## src/pkg/pfm_pkg.sv

```systemverilog
// Constants for the port pin function multiplexer.
// Assumes a 32-bit AHB-Lite register port and a 10 MHz system clock.
package pfm_pkg;

  // ----------------------------------------------------------------
  // Register byte offsets
  // ----------------------------------------------------------------
  localparam logic [7:0] PFM_OFS_CPU_CTRL = 8'h00;
  localparam logic [7:0] PFM_OFS_IFC_CFG = 8'h04;
  localparam logic [7:0] PFM_OFS_PA_SEL = 8'h08;
  localparam logic [7:0] PFM_OFS_PC_SEL = 8'h0c;
  localparam logic [7:0] PFM_OFS_PE_SEL = 8'h10;
  localparam logic [7:0] PFM_OFS_FIFO_POL = 8'h14;
  localparam logic [7:0] PFM_OFS_WAKEUP = 8'h18;
  localparam logic [7:0] PFM_OFS_EP_CFG = 8'h1c;
  localparam logic [7:0] PFM_OFS_TMR_IRQ = 8'h20;
  localparam logic [7:0] PFM_OFS_STATUS = 8'h24;
  localparam logic [7:0] PFM_OFS_PORT_DATA = 8'h40;
  localparam logic [7:0] PFM_OFS_PORT_DIR = 8'h60;
  localparam logic [7:0] PFM_OFS_PORT_PIN = 8'h80;
  localparam logic [7:0] PFM_OFS_GROUP_MASK = 8'he0;
  localparam logic [2:0] PFM_NUM_PORTS = 3'd5;

  // ----------------------------------------------------------------
  // Reset values
  // ----------------------------------------------------------------
  localparam logic [7:0] PFM_RST_CPU_CTRL = 8'h00;
  localparam logic [7:0] PFM_RST_CFG = 8'h00;
  localparam logic [7:0] PFM_RST_PORT = 8'h00;

  // ----------------------------------------------------------------
  // Field positions
  // ----------------------------------------------------------------
  localparam int PFM_BIT_CLK_TRISTATE = 1;
  localparam int PFM_BIT_CLK_SPEED_LO = 3;
  localparam int PFM_BIT_WAKE_EN = 1;
  localparam int PFM_BIT_WAKE_POL = 4;
  localparam int PFM_BIT_SLV_OE_POL = 4;
  localparam int PFM_BIT_COMMIT_POL = 5;
  localparam int PFM_BIT_WORDWIDE = 0;
  localparam int PFM_BIT_T0_MODE3 = 2;
  localparam int PFM_BIT_T1_MODE3 = 3;

  // ----------------------------------------------------------------
  // Interface modes and code space
  // ----------------------------------------------------------------
  localparam logic [1:0] PFM_MODE_PORT = 2'b00;
  localparam logic [1:0] PFM_MODE_WAVE = 2'b10;
  localparam logic [1:0] PFM_MODE_SLAVE = 2'b11;
  localparam logic [15:0] PFM_CODE_INT_LAST = 16'h3fff;

  // ----------------------------------------------------------------
  // Clock output divider, half periods minus one in clk cycles, and pin synchroniser width
  // ----------------------------------------------------------------
  localparam logic [1:0] PFM_HALF_SLOW = 2'd3;
  localparam logic [1:0] PFM_HALF_MID = 2'd1;
  localparam logic [1:0] PFM_HALF_FAST = 2'd0;
  localparam int PFM_SYNC_WIDTH = 42;

endpackage : pfm_pkg

```

## src/rtl/pfm_sync.sv

```systemverilog
// Two-flop synchroniser for pin inputs.
// Assumes inputs are asynchronous to clk.
`timescale 1ns/10ps
module pfm_sync #(
  parameter int W = 42
) (
  input wire logic clk,
  input wire logic rst,
  input wire logic [W-1:0] d,
  output logic [W-1:0] q
);
  logic [W-1:0] stage1_reg;

  always_ff @(posedge clk or posedge rst) begin
    if (rst) begin
      stage1_reg <= '0;
      q <= '0;
    end else begin
      stage1_reg <= d;
      q <= stage1_reg;
    end
  end
endmodule : pfm_sync

```

## src/rtl/pfm_clock_out.sv

```systemverilog
// Processor clock output divider with three speeds.
// Assumes speed select comes from a register on clk.
`timescale 1ns/10ps
module pfm_clock_out
  import pfm_pkg::*;
(
  input wire logic clk,
  input wire logic rst,
  input wire logic [1:0] speed,
  output logic clk_out,
  output logic rise_tick
);
  logic [1:0] cnt_reg;
  logic [1:0] half;

  always_comb begin
    case (speed)
      2'd0: half = PFM_HALF_SLOW;
      2'd1: half = PFM_HALF_MID;
      default: half = PFM_HALF_FAST;
    endcase
  end

  always_ff @(posedge clk or posedge rst) begin
    if (rst) begin
      cnt_reg <= 2'd0;
      clk_out <= 1'b0;
      rise_tick <= 1'b0;
    end else if (cnt_reg >= half) begin
      cnt_reg <= 2'd0;
      clk_out <= !clk_out;
      rise_tick <= !clk_out;
    end else begin
      cnt_reg <= cnt_reg + 2'd1;
      rise_tick <= 1'b0;
    end
  end
endmodule : pfm_clock_out

```

## src/rtl/pfm_port_mux.sv

```systemverilog
// Pin function multiplexer for ports A to E and system pins.
// Assumes an AHB-Lite master on clk and pins asynchronous to clk.
`timescale 1ns/10ps
module pfm_port_mux (
  input wire logic clk,
  input wire logic rst,
  input wire logic hsel,
  input wire logic [31:0] haddr,
  input wire logic [1:0] htrans,
  input wire logic hwrite,
  input wire logic [2:0] hsize,
  input wire logic [31:0] hwdata,
  input wire logic hready,
  output logic hreadyout,
  output logic [31:0] hrdata,
  output logic hresp,
  input wire logic chip_reset_n,
  input wire logic external_code_select,
  input wire logic [15:0] fetch_address,
  output logic code_fetch_external,
  output logic chip_reset_active,
  input wire logic [7:0] port_a_in,
  output logic [7:0] port_a_out,
  output logic [7:0] port_a_oe,
  input wire logic [7:0] port_b_in,
  output logic [7:0] port_b_out,
  output logic [7:0] port_b_oe,
  input wire logic [7:0] port_c_in,
  output logic [7:0] port_c_out,
  output logic [7:0] port_c_oe,
  input wire logic [7:0] port_d_in,
  output logic [7:0] port_d_out,
  output logic [7:0] port_d_oe,
  input wire logic [7:0] port_e_in,
  output logic [7:0] port_e_out,
  output logic [7:0] port_e_oe,
  output logic processor_clock_output,
  output logic processor_clock_output_oe,
  input wire logic [15:0] fifo_data_out,
  input wire logic fifo_data_drive,
  input wire logic fifo_status_flag_d,
  input wire logic [8:0] waveform_address_out,
  input wire logic uart0_rx_out,
  input wire logic uart1_rx_out,
  input wire logic timer0_overflow,
  input wire logic timer0_low_overflow,
  input wire logic timer1_overflow,
  input wire logic timer1_low_overflow,
  input wire logic timer2_overflow,
  input wire logic suspended,
  output logic ext_irq_zero,
  output logic ext_irq_one,
  output logic [15:0] fifo_data_in,
  output logic slave_output_enable,
  output logic [1:0] fifo_select,
  output logic packet_commit,
  output logic slave_chip_select,
  output logic int6_in,
  output logic timer2_reload_in,
  output logic oscillator_restart,
  output logic wakeup_irq,
  output logic suspend_inhibit
);
  import pfm_pkg::*;

  // ----------------------------------------------------------------
  // Pin synchronisers and clock output
  // ----------------------------------------------------------------
  logic [41:0] sync_q;
  logic [7:0] pa, pb, pc, pd, pe, pa_prev_reg;
  logic reset_n_s, ext_sel_s, soft_rst, clk_fast_w, rise_tick;
  logic [7:0] cpu_ctrl_reg, ifc_cfg_reg, pa_sel_reg, pc_sel_reg;
  logic [7:0] pe_sel_reg, fifo_pol_reg, wakeup_reg, ep_cfg_reg, tmr_irq_reg;
  logic [7:0] port_data_reg [0:4];
  logic [7:0] port_dir_reg [0:4];

  pfm_sync #(.W(PFM_SYNC_WIDTH)) u_sync (
    .clk(clk),
    .rst(rst),
    .d({chip_reset_n, external_code_select, port_e_in, port_d_in,
        port_c_in, port_b_in, port_a_in}),
    .q(sync_q)
  );
  assign {reset_n_s, ext_sel_s, pe, pd, pc, pb, pa} = sync_q;
  assign soft_rst = !reset_n_s;

  pfm_clock_out u_clk_out (
    .clk(clk),
    .rst(rst),
    .speed(cpu_ctrl_reg[PFM_BIT_CLK_SPEED_LO+1:PFM_BIT_CLK_SPEED_LO]),
    .clk_out(clk_fast_w),
    .rise_tick(rise_tick)
  );

  // ----------------------------------------------------------------
  // AHB-Lite slave: writes zero wait, reads one wait state
  // ----------------------------------------------------------------
  logic addr_phase, wr_pend_reg, rd_pend_reg, addr_hi_reg;
  logic [7:0] addr_reg, rd_byte;
  logic [2:0] port_idx;
  logic port_ok;

  assign addr_phase = hsel && htrans[1] && hready;
  assign port_idx = addr_reg[4:2];
  assign port_ok = !addr_hi_reg && (port_idx < PFM_NUM_PORTS);

  always_ff @(posedge clk or posedge rst) begin
    if (rst) begin
      wr_pend_reg <= 1'b0;
      rd_pend_reg <= 1'b0;
      addr_reg <= 8'h00;
      addr_hi_reg <= 1'b0;
      hreadyout <= 1'b1;
      hresp <= 1'b0;
    end else begin
      wr_pend_reg <= addr_phase && hwrite;
      rd_pend_reg <= addr_phase && !hwrite;
      hreadyout <= !(addr_phase && !hwrite);
      hresp <= 1'b0;
      if (addr_phase) begin
        addr_reg <= haddr[7:0];
        addr_hi_reg <= |haddr[31:8];
      end
    end
  end

  always_comb begin
    rd_byte = 8'h00;
    if (!addr_hi_reg) begin
      case (addr_reg)
        PFM_OFS_CPU_CTRL: rd_byte = cpu_ctrl_reg;
        PFM_OFS_IFC_CFG: rd_byte = ifc_cfg_reg;
        PFM_OFS_PA_SEL: rd_byte = pa_sel_reg;
        PFM_OFS_PC_SEL: rd_byte = pc_sel_reg;
        PFM_OFS_PE_SEL: rd_byte = pe_sel_reg;
        PFM_OFS_FIFO_POL: rd_byte = fifo_pol_reg;
        PFM_OFS_WAKEUP: rd_byte = wakeup_reg;
        PFM_OFS_EP_CFG: rd_byte = ep_cfg_reg;
        PFM_OFS_TMR_IRQ: rd_byte = tmr_irq_reg;
        PFM_OFS_STATUS: rd_byte = {4'h0, suspend_inhibit, ext_irq_one,
                                   ext_irq_zero, code_fetch_external};
        default: rd_byte = 8'h00;
      endcase
      if (port_ok && (addr_reg[1:0] == 2'b00)) begin
        case (addr_reg & PFM_OFS_GROUP_MASK)
          PFM_OFS_PORT_DATA: rd_byte = port_data_reg[port_idx];
          PFM_OFS_PORT_DIR: rd_byte = port_dir_reg[port_idx];
          PFM_OFS_PORT_PIN: rd_byte = sync_q[port_idx*8 +: 8];
          default: rd_byte = rd_byte;
        endcase
      end
    end
  end

  always_ff @(posedge clk or posedge rst) begin
    if (rst) begin
      hrdata <= 32'h0000_0000;
    end else if (rd_pend_reg) begin
      hrdata <= {24'h00_0000, rd_byte};
    end
  end

  // ----------------------------------------------------------------
  // Configuration registers
  // ----------------------------------------------------------------
  always_ff @(posedge clk or posedge rst) begin
    if (rst) begin
      cpu_ctrl_reg <= PFM_RST_CPU_CTRL;
      ifc_cfg_reg <= PFM_RST_CFG;
      pa_sel_reg <= PFM_RST_CFG;
      pc_sel_reg <= PFM_RST_CFG;
      pe_sel_reg <= PFM_RST_CFG;
      fifo_pol_reg <= PFM_RST_CFG;
      wakeup_reg <= PFM_RST_CFG;
      ep_cfg_reg <= PFM_RST_CFG;
      tmr_irq_reg <= PFM_RST_CFG;
      for (int i = 0; i < 5; i++) begin
        port_data_reg[i] <= PFM_RST_PORT;
        port_dir_reg[i] <= PFM_RST_PORT;
      end
    end else if (soft_rst) begin
      cpu_ctrl_reg <= PFM_RST_CPU_CTRL;
      ifc_cfg_reg <= PFM_RST_CFG;
      pa_sel_reg <= PFM_RST_CFG;
      pc_sel_reg <= PFM_RST_CFG;
      pe_sel_reg <= PFM_RST_CFG;
      fifo_pol_reg <= PFM_RST_CFG;
      wakeup_reg <= PFM_RST_CFG;
      ep_cfg_reg <= PFM_RST_CFG;
      tmr_irq_reg <= PFM_RST_CFG;
      for (int i = 0; i < 5; i++) begin
        port_data_reg[i] <= PFM_RST_PORT;
        port_dir_reg[i] <= PFM_RST_PORT;
      end
    end else if (wr_pend_reg && !addr_hi_reg) begin
      case (addr_reg)
        PFM_OFS_CPU_CTRL: cpu_ctrl_reg <= {2'b00, hwdata[5:0]};
        PFM_OFS_IFC_CFG: ifc_cfg_reg <= hwdata[7:0];
        PFM_OFS_PA_SEL: pa_sel_reg <= hwdata[7:0];
        PFM_OFS_PC_SEL: pc_sel_reg <= hwdata[7:0];
        PFM_OFS_PE_SEL: pe_sel_reg <= hwdata[7:0];
        PFM_OFS_FIFO_POL: fifo_pol_reg <= hwdata[7:0];
        PFM_OFS_WAKEUP: wakeup_reg <= hwdata[7:0];
        PFM_OFS_EP_CFG: ep_cfg_reg <= hwdata[7:0];
        PFM_OFS_TMR_IRQ: tmr_irq_reg <= hwdata[7:0];
        default: cpu_ctrl_reg <= cpu_ctrl_reg;
      endcase
      if (port_ok && (addr_reg[1:0] == 2'b00)) begin
        if ((addr_reg & PFM_OFS_GROUP_MASK) == PFM_OFS_PORT_DATA) begin
          port_data_reg[port_idx] <= hwdata[7:0];
        end
        if ((addr_reg & PFM_OFS_GROUP_MASK) == PFM_OFS_PORT_DIR) begin
          port_dir_reg[port_idx] <= hwdata[7:0];
        end
      end
    end
  end

  // ----------------------------------------------------------------
  // Function selection
  // ----------------------------------------------------------------
  logic wave_mode, slave_mode, fifo_mode, cs_sel, cs_active;
  logic out_en_active, data_drive, wake_asserted;
  logic [7:0] pa_out_n, pa_oe_n, pb_out_n, pb_oe_n, pc_out_n, pc_oe_n;
  logic [7:0] pd_out_n, pd_oe_n, pe_out_n, pe_oe_n, pe_alt;
  logic [1:0] irq_n, tmr_src, tmr_pend_reg, tmr_pulse_reg;
  logic t2_pulse_reg;

  assign wave_mode = ifc_cfg_reg[1:0] == PFM_MODE_WAVE;
  assign slave_mode = ifc_cfg_reg[1:0] == PFM_MODE_SLAVE;
  assign fifo_mode = wave_mode || slave_mode;
  assign cs_sel = slave_mode && !pa_sel_reg[7];
  assign cs_active = !cs_sel || !pa[7];
  assign out_en_active = slave_mode && cs_active &&
                         (pa[2] == fifo_pol_reg[PFM_BIT_SLV_OE_POL]);
  assign data_drive = wave_mode ? fifo_data_drive : out_en_active;
  assign wake_asserted = pa[3] == wakeup_reg[PFM_BIT_WAKE_POL];
  assign pe_alt = {waveform_address_out[8], 2'b00, uart1_rx_out,
                   uart0_rx_out, t2_pulse_reg, tmr_pulse_reg};

  always_comb begin
    pa_out_n = port_data_reg[0];
    pa_oe_n = port_dir_reg[0];
    pa_oe_n[1:0] = pa_oe_n[1:0] & ~pa_sel_reg[1:0];
    if (slave_mode) begin
      pa_oe_n[2] = 1'b0;
      pa_oe_n[5:4] = 2'b00;
      pa_oe_n[6] = 1'b0;
    end
    if (fifo_mode && pa_sel_reg[7]) begin
      pa_out_n[7] = fifo_status_flag_d;
      pa_oe_n[7] = 1'b1;
    end else if (cs_sel) begin
      pa_oe_n[7] = 1'b0;
    end
    pb_out_n = fifo_mode ? fifo_data_out[7:0] : port_data_reg[1];
    pb_oe_n = fifo_mode ? {8{data_drive}} : port_dir_reg[1];
    pc_out_n = (pc_sel_reg & waveform_address_out[7:0]) |
               (~pc_sel_reg & port_data_reg[2]);
    pc_oe_n = pc_sel_reg | port_dir_reg[2];
    if (fifo_mode && ep_cfg_reg[PFM_BIT_WORDWIDE]) begin
      pd_out_n = fifo_data_out[15:8];
      pd_oe_n = {8{data_drive}};
    end else begin
      pd_out_n = port_data_reg[3];
      pd_oe_n = port_dir_reg[3];
    end
    pe_out_n = (pe_sel_reg & pe_alt) | (~pe_sel_reg & port_data_reg[4]);
    pe_oe_n = (pe_sel_reg & 8'h9f) | (~pe_sel_reg & port_dir_reg[4]);
    for (int i = 0; i < 2; i++) begin
      irq_n[i] = pa_sel_reg[i] && (tmr_irq_reg[i] ?
                 (pa_prev_reg[i] && !pa[i]) : !pa[i]);
    end
  end

  // ----------------------------------------------------------------
  // Registered pins and internal signals
  // ----------------------------------------------------------------
  always_ff @(posedge clk or posedge rst) begin
    if (rst) begin
      {port_a_out, port_a_oe, port_b_out, port_b_oe} <= 32'h0000_0000;
      {port_c_out, port_c_oe, port_d_out, port_d_oe} <= 32'h0000_0000;
      {port_e_out, port_e_oe} <= 16'h0000;
      processor_clock_output <= 1'b0;
      processor_clock_output_oe <= 1'b0;
    end else begin
      {port_a_out, port_a_oe} <= {pa_out_n, pa_oe_n};
      {port_b_out, port_b_oe} <= {pb_out_n, pb_oe_n};
      {port_c_out, port_c_oe} <= {pc_out_n, pc_oe_n};
      {port_d_out, port_d_oe} <= {pd_out_n, pd_oe_n};
      {port_e_out, port_e_oe} <= {pe_out_n, pe_oe_n};
      processor_clock_output <= clk_fast_w;
      processor_clock_output_oe <=
        !cpu_ctrl_reg[PFM_BIT_CLK_TRISTATE] && !soft_rst;
    end
  end

  always_ff @(posedge clk or posedge rst) begin
    if (rst) begin
      pa_prev_reg <= 8'h00;
      {ext_irq_zero, ext_irq_one, slave_output_enable} <= 3'b000;
      {packet_commit, slave_chip_select, int6_in} <= 3'b000;
      {timer2_reload_in, oscillator_restart, wakeup_irq} <= 3'b000;
      suspend_inhibit <= 1'b0;
      fifo_select <= 2'b00;
      fifo_data_in <= 16'h0000;
      code_fetch_external <= 1'b0;
      chip_reset_active <= 1'b1;
    end else begin
      pa_prev_reg <= pa;
      {ext_irq_one, ext_irq_zero} <= irq_n & {2{!soft_rst}};
      slave_output_enable <= out_en_active;
      packet_commit <= slave_mode && cs_active &&
        (pa[6] == fifo_pol_reg[PFM_BIT_COMMIT_POL]);
      slave_chip_select <= slave_mode && cs_active;
      fifo_select <= slave_mode ? pa[5:4] : 2'b00;
      fifo_data_in <= {pd, pb};
      int6_in <= pe_sel_reg[5] && pe[5];
      timer2_reload_in <= pe_sel_reg[6] && pe[6];
      oscillator_restart <= wakeup_reg[PFM_BIT_WAKE_EN] && suspended &&
                            (pa[3] != pa_prev_reg[3]);
      wakeup_irq <= wakeup_reg[PFM_BIT_WAKE_EN] && suspended &&
                    (pa[3] != pa_prev_reg[3]);
      suspend_inhibit <= wakeup_reg[PFM_BIT_WAKE_EN] && wake_asserted;
      code_fetch_external <= (fetch_address > PFM_CODE_INT_LAST) ||
                             ext_sel_s;
      chip_reset_active <= soft_rst;
    end
  end

  // ----------------------------------------------------------------
  // Timer overflow outputs
  // ----------------------------------------------------------------
  assign tmr_src[0] = tmr_irq_reg[PFM_BIT_T0_MODE3] ?
                      timer0_low_overflow : timer0_overflow;
  assign tmr_src[1] = tmr_irq_reg[PFM_BIT_T1_MODE3] ?
                      timer1_low_overflow : timer1_overflow;

  always_ff @(posedge clk or posedge rst) begin
    if (rst) begin
      tmr_pend_reg <= 2'b00;
      tmr_pulse_reg <= 2'b00;
      t2_pulse_reg <= 1'b0;
    end else begin
      for (int i = 0; i < 2; i++) begin
        if (rise_tick) begin
          tmr_pulse_reg[i] <= tmr_pend_reg[i];
          tmr_pend_reg[i] <= tmr_src[i];
        end else begin
          tmr_pend_reg[i] <= tmr_pend_reg[i] || tmr_src[i];
        end
      end
      t2_pulse_reg <= timer2_overflow;
    end
  end

  // ----------------------------------------------------------------
  // Checks
  // ----------------------------------------------------------------
  property p_clk_tristate;
    @(posedge clk) disable iff (rst)
    cpu_ctrl_reg[PFM_BIT_CLK_TRISTATE] |=> !processor_clock_output_oe;
  endproperty
  a_clk_tristate: assert property (p_clk_tristate)
    else $error("clock output driven while tristate set");

  property p_port_b_idle;
    @(posedge clk) disable iff (rst)
    (fifo_mode && !data_drive) |=> (port_b_oe == 8'h00);
  endproperty
  a_port_b_idle: assert property (p_port_b_idle)
    else $error("port b driven in fifo mode without enable");

  property p_port_d_plain;
    @(posedge clk) disable iff (rst || soft_rst)
    (!fifo_mode || !ep_cfg_reg[PFM_BIT_WORDWIDE]) |=>
      (port_d_out == $past(port_data_reg[3]));
  endproperty
  a_port_d_plain: assert property (p_port_d_plain)
    else $error("port d left port function");

  property p_port_c_sel;
    @(posedge clk) disable iff (rst)
    pc_sel_reg[0] |=> (port_c_oe[0] && port_c_out[0] ==
                       $past(waveform_address_out[0]));
  endproperty
  a_port_c_sel: assert property (p_port_c_sel)
    else $error("port c bit 0 not carrying address");

  property p_irq_edge;
    @(posedge clk) disable iff (rst || soft_rst)
    (pa_sel_reg[0] && tmr_irq_reg[0] && pa_prev_reg[0] && !pa[0]) |=>
      ext_irq_zero ##1 !ext_irq_zero;
  endproperty
  a_irq_edge: assert property (p_irq_edge)
    else $error("edge interrupt not a single pulse");

  property p_irq_level;
    @(posedge clk) disable iff (rst || soft_rst)
    (pa_sel_reg[1] && !tmr_irq_reg[1] && !pa[1]) |=> ext_irq_one;
  endproperty
  a_irq_level: assert property (p_irq_level)
    else $error("level interrupt missing");

  property p_suspend_inhibit;
    @(posedge clk) disable iff (rst)
    (wakeup_reg[PFM_BIT_WAKE_EN] && wake_asserted) |=> suspend_inhibit;
  endproperty
  a_suspend_inhibit: assert property (p_suspend_inhibit)
    else $error("suspend not inhibited");

  property p_t2_pulse;
    @(posedge clk) disable iff (rst)
    (pe_sel_reg[2] && timer2_overflow && !$past(timer2_overflow)) |=>
      ##1 (port_e_out[2] && port_e_oe[2]);
  endproperty
  a_t2_pulse: assert property (p_t2_pulse)
    else $error("timer 2 overflow output missing");

  property p_t0_align;
    @(posedge clk) disable iff (rst)
    $rose(tmr_pulse_reg[0]) |-> $past(rise_tick);
  endproperty
  a_t0_align: assert property (p_t0_align)
    else $error("timer 0 pulse not aligned to output clock");

  property p_reset_inputs;
    @(posedge clk) disable iff (rst)
    $past(soft_rst) && soft_rst |=> (port_a_oe == 8'h00 &&
      port_b_oe == 8'h00 && port_e_oe == 8'h00);
  endproperty
  a_reset_inputs: assert property (p_reset_inputs)
    else $error("pin driven after reset");
endmodule : pfm_port_mux

```

## config.mk

```make
export PLATFORM = sky130hd
export DESIGN_NAME = pfm_port_mux
export DESIGN_NICKNAME = d
export VERILOG_FILES = /design/src/pkg/pfm_pkg.sv /design/src/rtl/pfm_sync.sv /design/src/rtl/pfm_clock_out.sv /design/src/rtl/pfm_port_mux.sv
export SDC_FILE = /design/constraint.sdc
export NUM_CORES = 1
export LEC_CHECK = 0
export BUFFER_PORTS_ARGS = -buffer_cell sky130_fd_sc_hd__buf_2
export CAP_MARGIN = 15
export CORE_MARGIN = 1
export CORE_UTILIZATION = 59
export DETAILED_ROUTE_END_ITERATION = 7
export PLACE_DENSITY = 0.85
export SLEW_MARGIN = 5
export SYNTH_ARGS = -nofsm -noshare
export SYNTH_HDL_FRONTEND = slang
export SYNTH_HIERARCHICAL = 1
export SYNTH_SLANG_ARGS = --single-unit
```

## constraint.sdc

```tcl
create_clock -name clk -period 16.2 [get_ports clk]
set_input_delay 1.62 -clock clk [delete_from_list [all_inputs] [get_ports clk]]
set_output_delay 1.62 -clock clk [all_outputs]
set_load 0.05 [all_outputs]
```

### After elaboration in Yosys (flattened, before gate mapping)

Index checks and enable logic that the tools add are counted.

| word-level totals | value |
|---|---|
| latch bits | 0 |
| memories | 0 |
| RAM bits | 0 |
| bits in read-only memories | 0 |
| flip-flop bits (word level) | 380 |
| word-level logic and storage cells | 237 |
| output and inout bits | 146 |
| bits of input ports | 167 |

| cells by class | value |
|---|---|
| $lt $le $gt $ge | 5 |
| div/mod/pow operators | 0 |
| mux-type cells | 69 |
| multipliers | 0 |
| reductions and logical operators | 55 |
| shift-type cells | 1 |
| add/sub/neg operators | 1 |
| equal/unequal tests | 32 |
| bitwise logic cells | 15 |

Operators by type and width:

| kind | number |
|---|---|
| 40-bit 2-to-1 mux | 8 |
| 8-bit 2-to-1 mux | 38 |
| 40-bit bitwise mux | 2 |
| 8-bit case mux with 10 select lines | 1 |
| 8-bit binary-select mux with 3-bit select | 2 |
| 42-bit by 7-bit variable part select with 8-bit output | 1 |
| 8-bit bitwise AND | 5 |
| 8-bit by 5-bit == test with 1-bit output, second input constant | 4 |
| 8-bit OR | 4 |
| 2-bit inequality test, second input constant | 13 |
| 8-bit demux with 3-bit select | 1 |
| 1-bit logical AND | 24 |
| 8-bit case mux with 3 select lines | 1 |
| 24-bit OR reduction | 1 |
| 2-bit AND reduction | 9 |
| 8-bit by 4-bit == test with 1-bit output, second input constant | 2 |
| 8-bit by 6-bit == test with 1-bit output, second input constant | 2 |
| 16-bit by 14-bit > comparator with 1-bit output, second input constant | 1 |
| 8-bit NOT | 2 |
| 1-bit 2-to-1 mux | 12 |
| 1-bit zero test | 11 |
| 8-bit by 3-bit == test with 1-bit output, second input constant | 1 |
| 8-bit zero test | 1 |
| 3-bit by 2-bit == test with 1-bit output, second input constant | 2 |
| other kinds (19) | 30 |

### Depth between registers and ports, before layout

Gate-level depths: netlist of run 1.

| depth | value |
|---|---|
| depth in word-level cells | 10 |
| gate-level depth with buffers | 9 |
| depth with buffers taken out | 5 |

### By module

Netlist of run 1, hierarchy kept.

Modules (own cells, without submodules):

| module | instances | area each (um2) | sequential area each (um2) | cells each |
|---|---|---|---|---|
| pfm_port_mux | 1 | 13102.6 | 7234.4 | 1165 |
| pfm_sync | 1 | 2105.8 | 2102.0 | 85 |
| pfm_clock_out | 1 | 201.4 | 100.1 | 18 |

### Least setup slack after synthesis of run 1

No wires, ideal clock.

| path | value |
|---|---|
| path type | input -> register |
| start | in hsel |
| end | reg addr_reg[0] |
| data arrival time | 2.394 ns |
| data required time | 16.075 ns |
| library setup time | 0.125 ns |
| stages on the path | 3 |
| path buffers | 1 |
| setup slack | 13.682 ns |
| cells stage by stage | nand3_1 > buf_1 > mux2_2 |

| between the ends | value |
|---|---|
| cells in the longest elaborated chain, start to end | 2 |

RTL lines:

| what | RTL line | text |
|---|---|---|
| start, declared | pfm_port_mux.sv:7 | `input wire logic hsel,` |
| 1-bit logical AND (2 in series) | pfm_port_mux.sv:103 | `assign addr_phase = hsel && htrans[1] && hready;` |
| end signal, assigned | pfm_port_mux.sv:121 | `addr_reg <= haddr[7:0];` |
| end, declared | pfm_port_mux.sv:99 | `logic [7:0] addr_reg, rd_byte;` |

Every way passes these cells.
A chain may end at the register's enable or synchronous reset.

==> results of run 1 <==
==> power by group <==
| group | switching (uW) | total [uW] | internal (uW) | leakage, uW |
|---|---|---|---|---|
| Combinational | 149 | 206 | 56.4 | 0.00356 |
| Sequential | 27.2 | 990 | 963 | 0.00496 |
| Clock | 362 | 875 | 513 | 0.000623 |
| Total | 538 | 2070 | 1530 | 0.00915 |
==> metal layers <==
layer / wire length [um] / track usage / up-vias
li1: - / - / 4769
met1: 16900 / 0.442 / 5574
met2: 21100 / 0.538 / 627
met3: 4110 / 0.0818 / 116
met4: 1600 / 0.133 / 0
met5: 0 / 0 / -
==> how the worst min path moves through the flow <==
stage	end	slack, ns	depth (start not counted)
3_3_place_gp	u_sync/q[27]	0.33	0
3_5_place_dp	u_sync/q[16]	0.33	0
4_1_cts	u_sync/q[40]	0.34	0
6_report	u_sync/q[40]	0.34	0
5_1_grt	u_sync/q[16]	0.35	0
2_1_floorplan	u_sync/q[0]	0.33	0
==> cell usage after synthesis (all sizes together), types with 15 or more instances <==
| master | number |
|---|---|
| mux2i | 159 |
| a22oi | 15 |
| dfrtp | 375 |
| nand3 | 50 |
| o21ai | 49 |
| buf | 60 |
| mux2 | 55 |
| a21oi | 47 |
| clkbuf | 48 |
| inv | 28 |
| nor2 | 136 |
| or2 | 15 |
| nand2 | 75 |
==> cells by family (layout without fill, tap and decap cells) <==
logic type,count (synthesis),count (layout)
flops,377,377
simple gates,353,353
mux,221,221
compound gates,171,171
buf+inv,137,360
xor+xnor,6,6
fa+ha+maj,2,2
other cells,1,25
==> critical path, cell delays in order <==
cell,delay [ns]
buf_2,0.15
inv_8,0.62
buf_4,0.91
buf_4,0.84
==> through the flow <==
stage               instances  setup WS [ns]  hold WS (ns)
finish                   1845          12.46         0.340
global route             1845          11.99         0.347
CTS                      1845          12.31         0.343
detailed placement       1777          11.76         0.335
global placement         1777          11.81         0.331
floorplan                1292           6.61         0.331
==> area by class of cell <==
cell class	instances	area [um2]	share of cell area
clock inverter	12	135	0.00751
tap	330	413	0.0229
multi-input combinational	778	5420	0.301
sequential	377	9440	0.524
clock buffer	56	1120	0.0621
inverter	29	120	0.00667
timing repair buffer	263	1360	0.0756
==> reports/qor.csv, run 1 <==
stage;metric;value;unit
outcome;status;completed;
global_route;grt_pass1_wl;65.8;mm
logic_synthesis;synthArstFlopShare;1.00;
worst_hold_path;hp-start;u_sync/stage1_reg[40];
detailed_routing;drtPass1Iterations;6;
detailed_routing;wl_per_cell;23.7;um
placement;hpwlAfterDp;28.9;mm
final_layout;fillers;1791;
sta;period_share;0.231;
sta;fin_skew;0.0196;ns
worst_hold_path;worst_hold_path_type;flip-flop to flip-flop;
pwr;p_leak;0.00915;uW
clock_network;clock_latency;0.54;ns
logic_synthesis;synth-xor-area-share;0.00341;
final_layout;final_cell_area;18000;um2
detailed_routing;ant_nets;0;
clock_network;htreeDepth;2;
global_route;grt_max_degree;142;
logic_synthesis;synth_top_family_by_area;multiplexers;
setup_path;r2r_start;addr_reg[2];
setup_path;cp_data_arrival_time;4.26;ns
clock_network;clock_sinks;377;
floorplan;dieArea;26800;um2
logic_synthesis;ys_types;72;
logic_synthesis;yosysWarnings;6;
global_route;grt_pass1_vias;11200;
logic_synthesis;ys_ff_latch;377;
sta;finalHoldViolations;0;
clock_network;cts_hold_buf;0;
setup_path;cp-endpoint;port_b_oe[2];
clock_network;cts_resized;0;
sta;setup_tns;0;ns
pwr;finalPower;2070;uW
logic_synthesis;muxShareOfSynthArea;0.154;
setup_path;worstReg2RegEnd;port_dir_reg[4];
final_layout;final_nets;1656;
setup_path;crit_fanout;141;
detailed_routing;drtIter0Drc;1326;
final_layout;drive_above_1_share;0.283;
final_layout;final_util;0.709;
logic_synthesis;syn-mean-instance-area;12.2;um2
setup_path;reg2reg_slack;12.75;ns
placement;post_dp_cell_area;16800;um2
setup_path;startpoint_type;input port;
final_layout;layout_commonest_cell;dfrtp_1;
logic_synthesis;synth_area_leaders;dfrtp_1 61%, mux2i_1 10%, mux2_2 4.0%, nor2_1 3.3%, nand2_1 1.8%;
clock_network;clk_pin_slew;0.06;ns
floorplan;start_util;0.607;
sta;rsz0062_at_grt;no;
logic_synthesis;synth_edf_count;0;
setup_path;worstSetupPathType;input port to asynchronous set/reset pin;
global_route;antenna_found_initial;0;
final_layout;syn_to_final_growth;16.8;%
pwr;p_per_area;115;nW/um2
setup_path;crit_required;16.72;ns
logic_synthesis;synthAdderAreaFrac;0.00162;
pwr;ir_worst_vdd;0.108;mV
logic_synthesis;syn-cell-area;15400;um2
clock_network;cts_root_buffer;clkbuf_16;
detailed_routing;route.detailed.drc;0;
run;maxCapViolCount;0;
placement;io_buffers;245;
setup_path;r2r_cells;6;
floorplan;io_pins;313;
clock_network;postCtsSetupRepairBufs;0;
floorplan;coreArea;25400;um2
clock_network;cts_buffer_depth;3;
final_layout;final_cell_mix;374 x dfrtp_1, 245 x buf_2, 159 x mux2i_1, 135 x nor2_1, 74 x nand2_1;
sta;max_slew_margin;0.327;
clock_network;cts_tree;yes;
detailed_routing;viasPerCell;6.01;
floorplan;die_h;164;um
global_route;grt_usage;0.335;
global_route;gr-total-overflow;0;
logic_synthesis;syn_inst;1268;
setup_path;crit_path_start;rst;
sta;worst_slew_pin_slew;1.01;ns
sta;clock.fmax;0.267;GHz
sta;fin_crit;3.74;ns
logic_synthesis;ys_seq_area_frac;0.612;
final_layout;diodes;0;
sta;drv_slew;0;
detailed_routing;num_vias;11100;
clock_network;numCtsBuffers;38;
floorplan;die_x;164;um
floorplan;rows;58;
detailed_routing;routed_wl;43.7;mm
logic_synthesis;netlist.area_leader.share;0.609;
sta;final-setup-viol-count;0;
setup_path;critPathCaptureType;asynchronous set/reset pin;
logic_synthesis;synth-main-ff-cell;dfrtp_1;
logic_synthesis;yosysTopAreaCell;dfrtp_1;
placement;gp_congestion;0.969;
logic_synthesis;synth_compound_area_frac;0.0697;
logic_synthesis;synth-simple-area-share;0.115;
No activity file was read; power rests on OpenSTA's default activity.
==> run 2: changes to the inputs <==
--- a/config.mk
+++ b/config.mk
@@ -8,9 +8,9 @@
 export BUFFER_PORTS_ARGS = -buffer_cell sky130_fd_sc_hd__buf_2
 export CAP_MARGIN = 15
 export CORE_MARGIN = 1
-export CORE_UTILIZATION = 59
+export CORE_UTILIZATION = 55
 export DETAILED_ROUTE_END_ITERATION = 7
-export PLACE_DENSITY = 0.85
+export PLACE_DENSITY = 0.8
 export SLEW_MARGIN = 5
 export SYNTH_ARGS = -nofsm -noshare
 export SYNTH_HDL_FRONTEND = slang
==> constraint.sdc (replaced) <==
create_clock -name clk -period 3.86 [get_ports clk]
set_input_delay 0.386 -clock clk [delete_from_list [all_inputs] [get_ports clk]]
set_output_delay 0.386 -clock clk [all_outputs]
set_load 0.05 [all_outputs]
==> run 2 against run 1 <==
Against the previous run:
- final area increased by 4.4%
- worst setup slack got worse by 11 ns
- cell count increased by 5.4%
- via count increased by 1.7%
- combinational power increased to 4.4 times the previous value
- die area increased by 7.2%
- wire length increased by 3.3%
==> reports/qor.csv, run 2 (synthesis results as in run 1) <==
stage;metric;value;unit
clock_network;cts_hold_buf;44;
detailed_routing;route.detailed.drc;0;
setup_path;worstReg2RegEnd;hrdata[7];
placement;gp_congestion;0.952;
sta;drv_slew;0;
run;maxCapViolCount;0;
floorplan;rows;60;
detailed_routing;wl_per_cell;23.2;um
global_route;antenna_found_initial;1;
placement;hpwlAfterDp;29.8;mm
clock_network;cts_buffer_depth;3;
final_layout;drive_above_1_share;0.282;
final_layout;final_cells;1944;
setup_path;r2r_start;addr_reg[3];
final_layout;diodes;0;
sta;worst_slew_pin_slew;1.03;ns
placement;place_inst;1832;
global_route;grt_usage;0.324;
floorplan;io_pins;313;
sta;setup_ws;0.991;ns
detailed_routing;drtPass1Iterations;7;
clock_network;numCtsBuffers;39;
sta;final-setup-viol-count;0;
clock_network;htreeDepth;2;
sta;fin_crit;2.87;ns
placement;pre_cts_slack;1.10;ns
final_layout;final_cell_mix;374 x dfrtp_1, 245 x buf_2, 159 x mux2i_1, 135 x nor2_1, 74 x nand2_1;
clock_network;cts_tree;yes;
clock_network;cts_resized;0;
final_layout;fillers;1930;
sta;period_share;0.743;
setup_path;worstSetupPathType;flip-flop to flip-flop;
setup_path;crit_required;4.23;ns
setup_path;crit_fanout;23;
global_route;grt_pass1_vias;11400;
global_route;grt_max_degree;96;
clock_network;cts_root_buffer;clkbuf_16;
pwr;ir_worst_vdd;0.464;mV
worst_hold_path;hp-start;fetch_address[14];
sta;fin_skew;0.0160;ns
floorplan;start_util;0.565;
sta;max_slew_margin;0.313;
detailed_routing;ant_nets;0;
clock_network;postCtsSetupRepairBufs;0;
detailed_routing;drtIter0Drc;1282;
final_layout;final_util;0.690;
detailed_routing;routed_wl;45.2;mm
sta;clock.fmax;0.349;GHz
detailed_routing;num_vias;11300;
pwr;p_leak;0.00948;uW
outcome;status;completed;
clock_network;clock_latency;0.53;ns
setup_path;crit_path_start;addr_reg[3];
setup_path;critPathCaptureType;flip-flop;
worst_hold_path;worst_hold_path_type;input port to flip-flop;
floorplan;coreArea;27300;um2
floorplan;dieArea;28700;um2
pwr;p_per_area;486;nW/um2
floorplan;die_h;169;um
sta;finalHoldViolations;0;
sta;rsz0062_at_grt;no;
worst_hold_path;holdPathEnd;code_fetch_external;
setup_path;r2r_cells;4;
final_layout;syn_to_final_growth;22.0;%
clock_network;clock_sinks;377;
setup_path;startpoint_type;flip-flop;
pwr;finalPower;9130;uW
setup_path;reg2reg_slack;0.99;ns
final_layout;layout_commonest_cell;dfrtp_1;
clock_network;clk_pin_slew;0.06;ns
global_route;grt_pass1_wl;68.7;mm
global_route;gr-total-overflow;0;
final_layout;final_nets;1714;
placement;io_buffers;245;
setup_path;cp_data_arrival_time;3.24;ns
worst_hold_path;hold_depth;2;
floorplan;die_x;169;um
detailed_routing;viasPerCell;5.80;
run 2: changes by cell type in the layout (fill, tap and decap cells not counted), sizes merged:
| cell | change |
|---|---|
| buf | +13 |
| dlygate4sd3 | +44 |
| clkinvlp | +1 |
| inv | -3 |
| bufinv | +4 |
| clkinv | -2 |
run 2: power breakdown:
part | total, uW | switching, uW | internal [uW]
Sequential | 4180 | 139 | 4040
Clock | 4040 | 1530 | 2510
Combinational | 911 | 616 | 294
Total | 9130 | 2280 | 6850
run 2: how the worst max path moves through the flow:
stage	to	slack [ns]	cells past startpoint
5_1_grt	hrdata[5]	0.94	5
3_5_place_dp	pa_oe_n[3]	1.10	5
2_1_floorplan	addr_hi_reg	-0.36	1
3_3_place_gp	port_dir_reg[38]	1.16	5
4_1_cts	pa_oe_n[3]	1.08	5
6_report	hrdata[7]	0.99	4
run 2: critical path, stage by stage (launching register included):
cell and delay, ns:
dfrtp_1 1.02, clkinv_1 0.82, a221o_1 0.56, a31oi_1 0.17
o221ai_1 0.12
run 2: through the flow:
stage / instance area, um2 / hold WS (ns) / setup TNS [ns]
floorplan: 15500 / 0.152 / -102.62
global placement: 17000 / 0.313 / 0
detailed placement: 17000 / 0.335 / 0
CTS: 18800 / 0.0397 / 0
global route: 18800 / 0.0439 / 0
finish: 18800 / 0.0478 / 0
run 2: final cells by class:
cell class | instances | area, um2 | area share
flip-flops and latches | 377 | 9440 | 0.502
inverters | 29 | 116 | 0.00619
multi-input cells | 778 | 5420 | 0.288
clock buffers | 56 | 1170 | 0.0624
clock inverters | 12 | 220 | 0.0117
well taps | 372 | 465 | 0.0248
repair buffers | 320 | 1960 | 0.104
run 2: metal layers:
layer	routed length, um	vias to the layer above	track usage
li1	-	4888	-
met1	18300	5710	0.434
met2	21600	563	0.515
met3	3500	119	0.0672
met4	1840	0	0.137
met5	0	-	0
==> run 3: changes to the inputs <==
--- a/config.mk
+++ b/config.mk
@@ -5,12 +5,13 @@
 export SDC_FILE = /design/constraint.sdc
 export NUM_CORES = 1
 export LEC_CHECK = 0
+export ABC_AREA = 1
 export BUFFER_PORTS_ARGS = -buffer_cell sky130_fd_sc_hd__buf_2
 export CAP_MARGIN = 15
 export CORE_MARGIN = 1
-export CORE_UTILIZATION = 55
+export CORE_UTILIZATION = 49
 export DETAILED_ROUTE_END_ITERATION = 7
-export PLACE_DENSITY = 0.8
+export PLACE_DENSITY = 0.75
 export SLEW_MARGIN = 5
 export SYNTH_ARGS = -nofsm -noshare
 export SYNTH_HDL_FRONTEND = slang
==> constraint.sdc (replaced) <==
create_clock -name clk -period 2.5 [get_ports clk]
set_input_delay 0.25 -clock clk [delete_from_list [all_inputs] [get_ports clk]]
set_output_delay 0.25 -clock clk [all_outputs]
set_load 0.05 [all_outputs]
==> run 3 against run 2 <==
Against the previous run:
- total power increased by 71%
- clock power up 51%
- largest cell class unchanged
- worst setup slack got worse by 0.67 ns
==> reports/qor.csv, run 3 <==
stage;metric;value;unit
logic_synthesis;yosysTopAreaCell;dfrtp_1;
pwr;p_per_area;812;nW/um2
clock_network;cts_buffer_depth;3;
sta;worst_slew_pin_slew;0.920;ns
pwr;finalPower;15600;uW
logic_synthesis;synth_area_leaders;dfrtp_1 62%, nand2_1 18%, o21ai_0 4.1%, inv_1 2.7%, nor2_1 1.9%;
setup_path;cp_data_arrival_time;2.65;ns
setup_path;startpoint_type;flip-flop;
detailed_routing;routed_wl;45.9;mm
clock_network;cts_tree;yes;
global_route;grt_max_degree;88;
sta;setup_tns;0;ns
detailed_routing;wl_per_cell;18.6;um
floorplan;coreArea;30600;um2
global_route;antenna_found_initial;2;
sta;final-setup-viol-count;0;
logic_synthesis;syn_inst;1678;
logic_synthesis;synthArstFlopShare;1.00;
sta;clock.fmax;0.460;GHz
logic_synthesis;ys_types;42;
clock_network;postCtsSetupRepairBufs;0;
detailed_routing;drtIter0Drc;1250;
sta;holdWs;0.0540;ns
logic_synthesis;synth_edf_count;0;
placement;gp_congestion;0.954;
global_route;gr-total-overflow;0;
setup_path;worstSetupPathType;flip-flop to flip-flop;
final_layout;final_util;0.630;
clock_network;numCtsBuffers;40;
sta;drv_slew;0;
detailed_routing;drtPass1Iterations;7;
sta;rsz0062_at_grt;no;
logic_synthesis;ys_ff_latch;377;
logic_synthesis;syn-cell-area;15200;um2
final_layout;final_nets;2211;
detailed_routing;num_vias;12800;
global_route;grt_pass1_wl;69.8;mm
pwr;p_leak;0.0101;uW
clock_network;cts_root_buffer;clkbuf_16;
outcome;status;completed;
final_layout;drive_above_1_share;0.215;
logic_synthesis;netlist.area_leader.share;0.617;
sta;fin_skew;0.0174;ns
floorplan;die_h;178;um
clock_network;clk_pin_slew;0.06;ns
pwr;ir_worst_vdd;0.573;mV
sta;max_slew_margin;0.387;
floorplan;rows;64;
detailed_routing;viasPerCell;5.16;
setup_path;crit_fanout;10;
floorplan;dieArea;31700;um2
clock_network;htreeDepth;2;
placement;place_inst;2309;
sta;finalHoldViolations;0;
placement;io_buffers;245;
clock_network;clock_sinks;377;
logic_synthesis;synthTopCellsByCount;719 x nand2_1, 375 x dfrtp_1, 124 x o21ai_0, 109 x inv_1, 78 x nor2_1;
floorplan;start_util;0.497;
global_route;grt_usage;0.295;
detailed_routing;route.detailed.drc;0;
logic_synthesis;syn-mean-instance-area;9.06;um2
run;maxCapViolCount;0;
placement;hpwlAfterDp;31.6;mm
setup_path;crit_required;2.97;ns
logic_synthesis;yosysWarnings;6;
logic_synthesis;ys_seq_area_frac;0.621;
final_layout;syn_to_final_growth;26.7;%
worst_hold_path;worst_hold_path_type;input port to flip-flop;
final_layout;layout_commonest_cell;nand2_1;
global_route;grt_pass1_vias;12600;
floorplan;io_pins;313;
final_layout;final_cells;2472;
setup_path;critPathCaptureType;flip-flop;
final_layout;final_cell_mix;719 x nand2_1, 374 x dfrtp_1, 245 x buf_2, 124 x o21ai_0, 107 x inv_1;
floorplan;die_x;178;um
final_layout;fillers;2530;
logic_synthesis;synth-main-ff-cell;dfrtp_1;
clock_network;clock_latency;0.54;ns
logic_synthesis;yosys.cell_count.top_type;nand2_1;
detailed_routing;ant_nets;0;
sta;fin_crit;2.18;ns
sta;period_share;0.870;
## run 3: cell count changes in the layout (fill, tap and decap cells not counted), moves of 15 or more
| cell | previous run | this run |
|---|---|---|
| nor2_1 | 135 | 78 |
| o21ai_0 | 47 | 124 |
| nand2_1 | 74 | 719 |
| a22oi_1 | 15 | 0 |
| o21ai_1 | 1 | 39 |
| a21oi_1 | 46 | 9 |
| o21ai_2 | 1 | 21 |
| dlygate4sd3_1 | 44 | 87 |
| mux2i_1 | 159 | 0 |
| inv_1 | 25 | 107 |
| mux2_2 | 55 | 8 |
| nand3_1 | 50 | 34 |
## run 3: routing by layer
metal  up-vias  global-route usage  part of all wire
met2       619               0.484              0.48
met4         0               0.113             0.034
met1      6111               0.387              0.41
li1       5926                   -                 -
met5         -                   0                 0
met3       100              0.0573             0.081
## run 3: logic make-up after synthesis
logic type | after synthesis | share of synthesized area
and+or+nand+nor | 880 | 0.232
adders and majority gates | 2 | 0.00165
DFF | 377 | 0.621
xor gates and xnor gates | 2 | 0.00115
buffers and inverters | 202 | 0.0623
muxes | 8 | 0.00592
AOI/OAI and AO/OA | 206 | 0.0760
other | 1 | 0.000247
## run 3: timing repair
item / 4_1_cts / 5_1_grt
endpoints found under the setup margin: 0 / 0
hold buffers: 87 / 0
gates resized for setup: 0 / 0
endpoints found under the hold margin: 132 / 0
## run 3: worst paths after layout
kind	startpoint	endpoint	slack, ns	cells past startpoint
min in group asynchronous	rst	u_clk_out/cnt_reg[1]	0.20	3
worst min-delay path	uart1_rx_out	port_e_out[4]	0.05	2
worst max-delay path	addr_reg[4]	hrdata[3]	0.32	10
worst min register to register	u_sync/stage1_reg[21]	u_sync/q[21]	0.35	0
max in group asynchronous	rst	fifo_select[1]	1.30	5
worst max register to register	addr_reg[4]	hrdata[3]	0.32	10
## run 3: area by class of cell
type	instances	area, um2	area share
Sequential cell	377	9440	0.490
Multi-Input combinational cell	1123	4910	0.255
Timing Repair Buffer	379	2550	0.132
Clock buffer	52	1140	0.0590
Tap cell	396	495	0.0257
Inverter	121	468	0.0243
Clock inverter	22	254	0.0132
Antenna cell	2	5.00	0.000260
## run 3: where the power goes
group | switching [uW] | total [uW] | internal, uW
Sequential | 330 | 6920 | 6590
Combinational | 1890 | 2610 | 728
Clock | 2530 | 6100 | 3580
Total | 4740 | 15600 | 10900
## run 3: critical path: stages, from the launching register on
cell and delay [ns]:
dfrtp_1 0.65, nand3_1 0.25, nor2_2 0.43, inv_1 0.10, o21ai_0 0.20, inv_1 0.08
nand2_1 0.09, nor2_1 0.04, nand2_1 0.11, nand2_1 0.08, nand2_1 0.07
## run 3: metrics by stage
step	instance area [um2]	worst slack (ns)
floorplan	15300	-1.58
global placement	17000	0.420
detailed placement	17000	0.383
CTS	19300	0.345
global route	19300	0.102
finish	19300	0.324
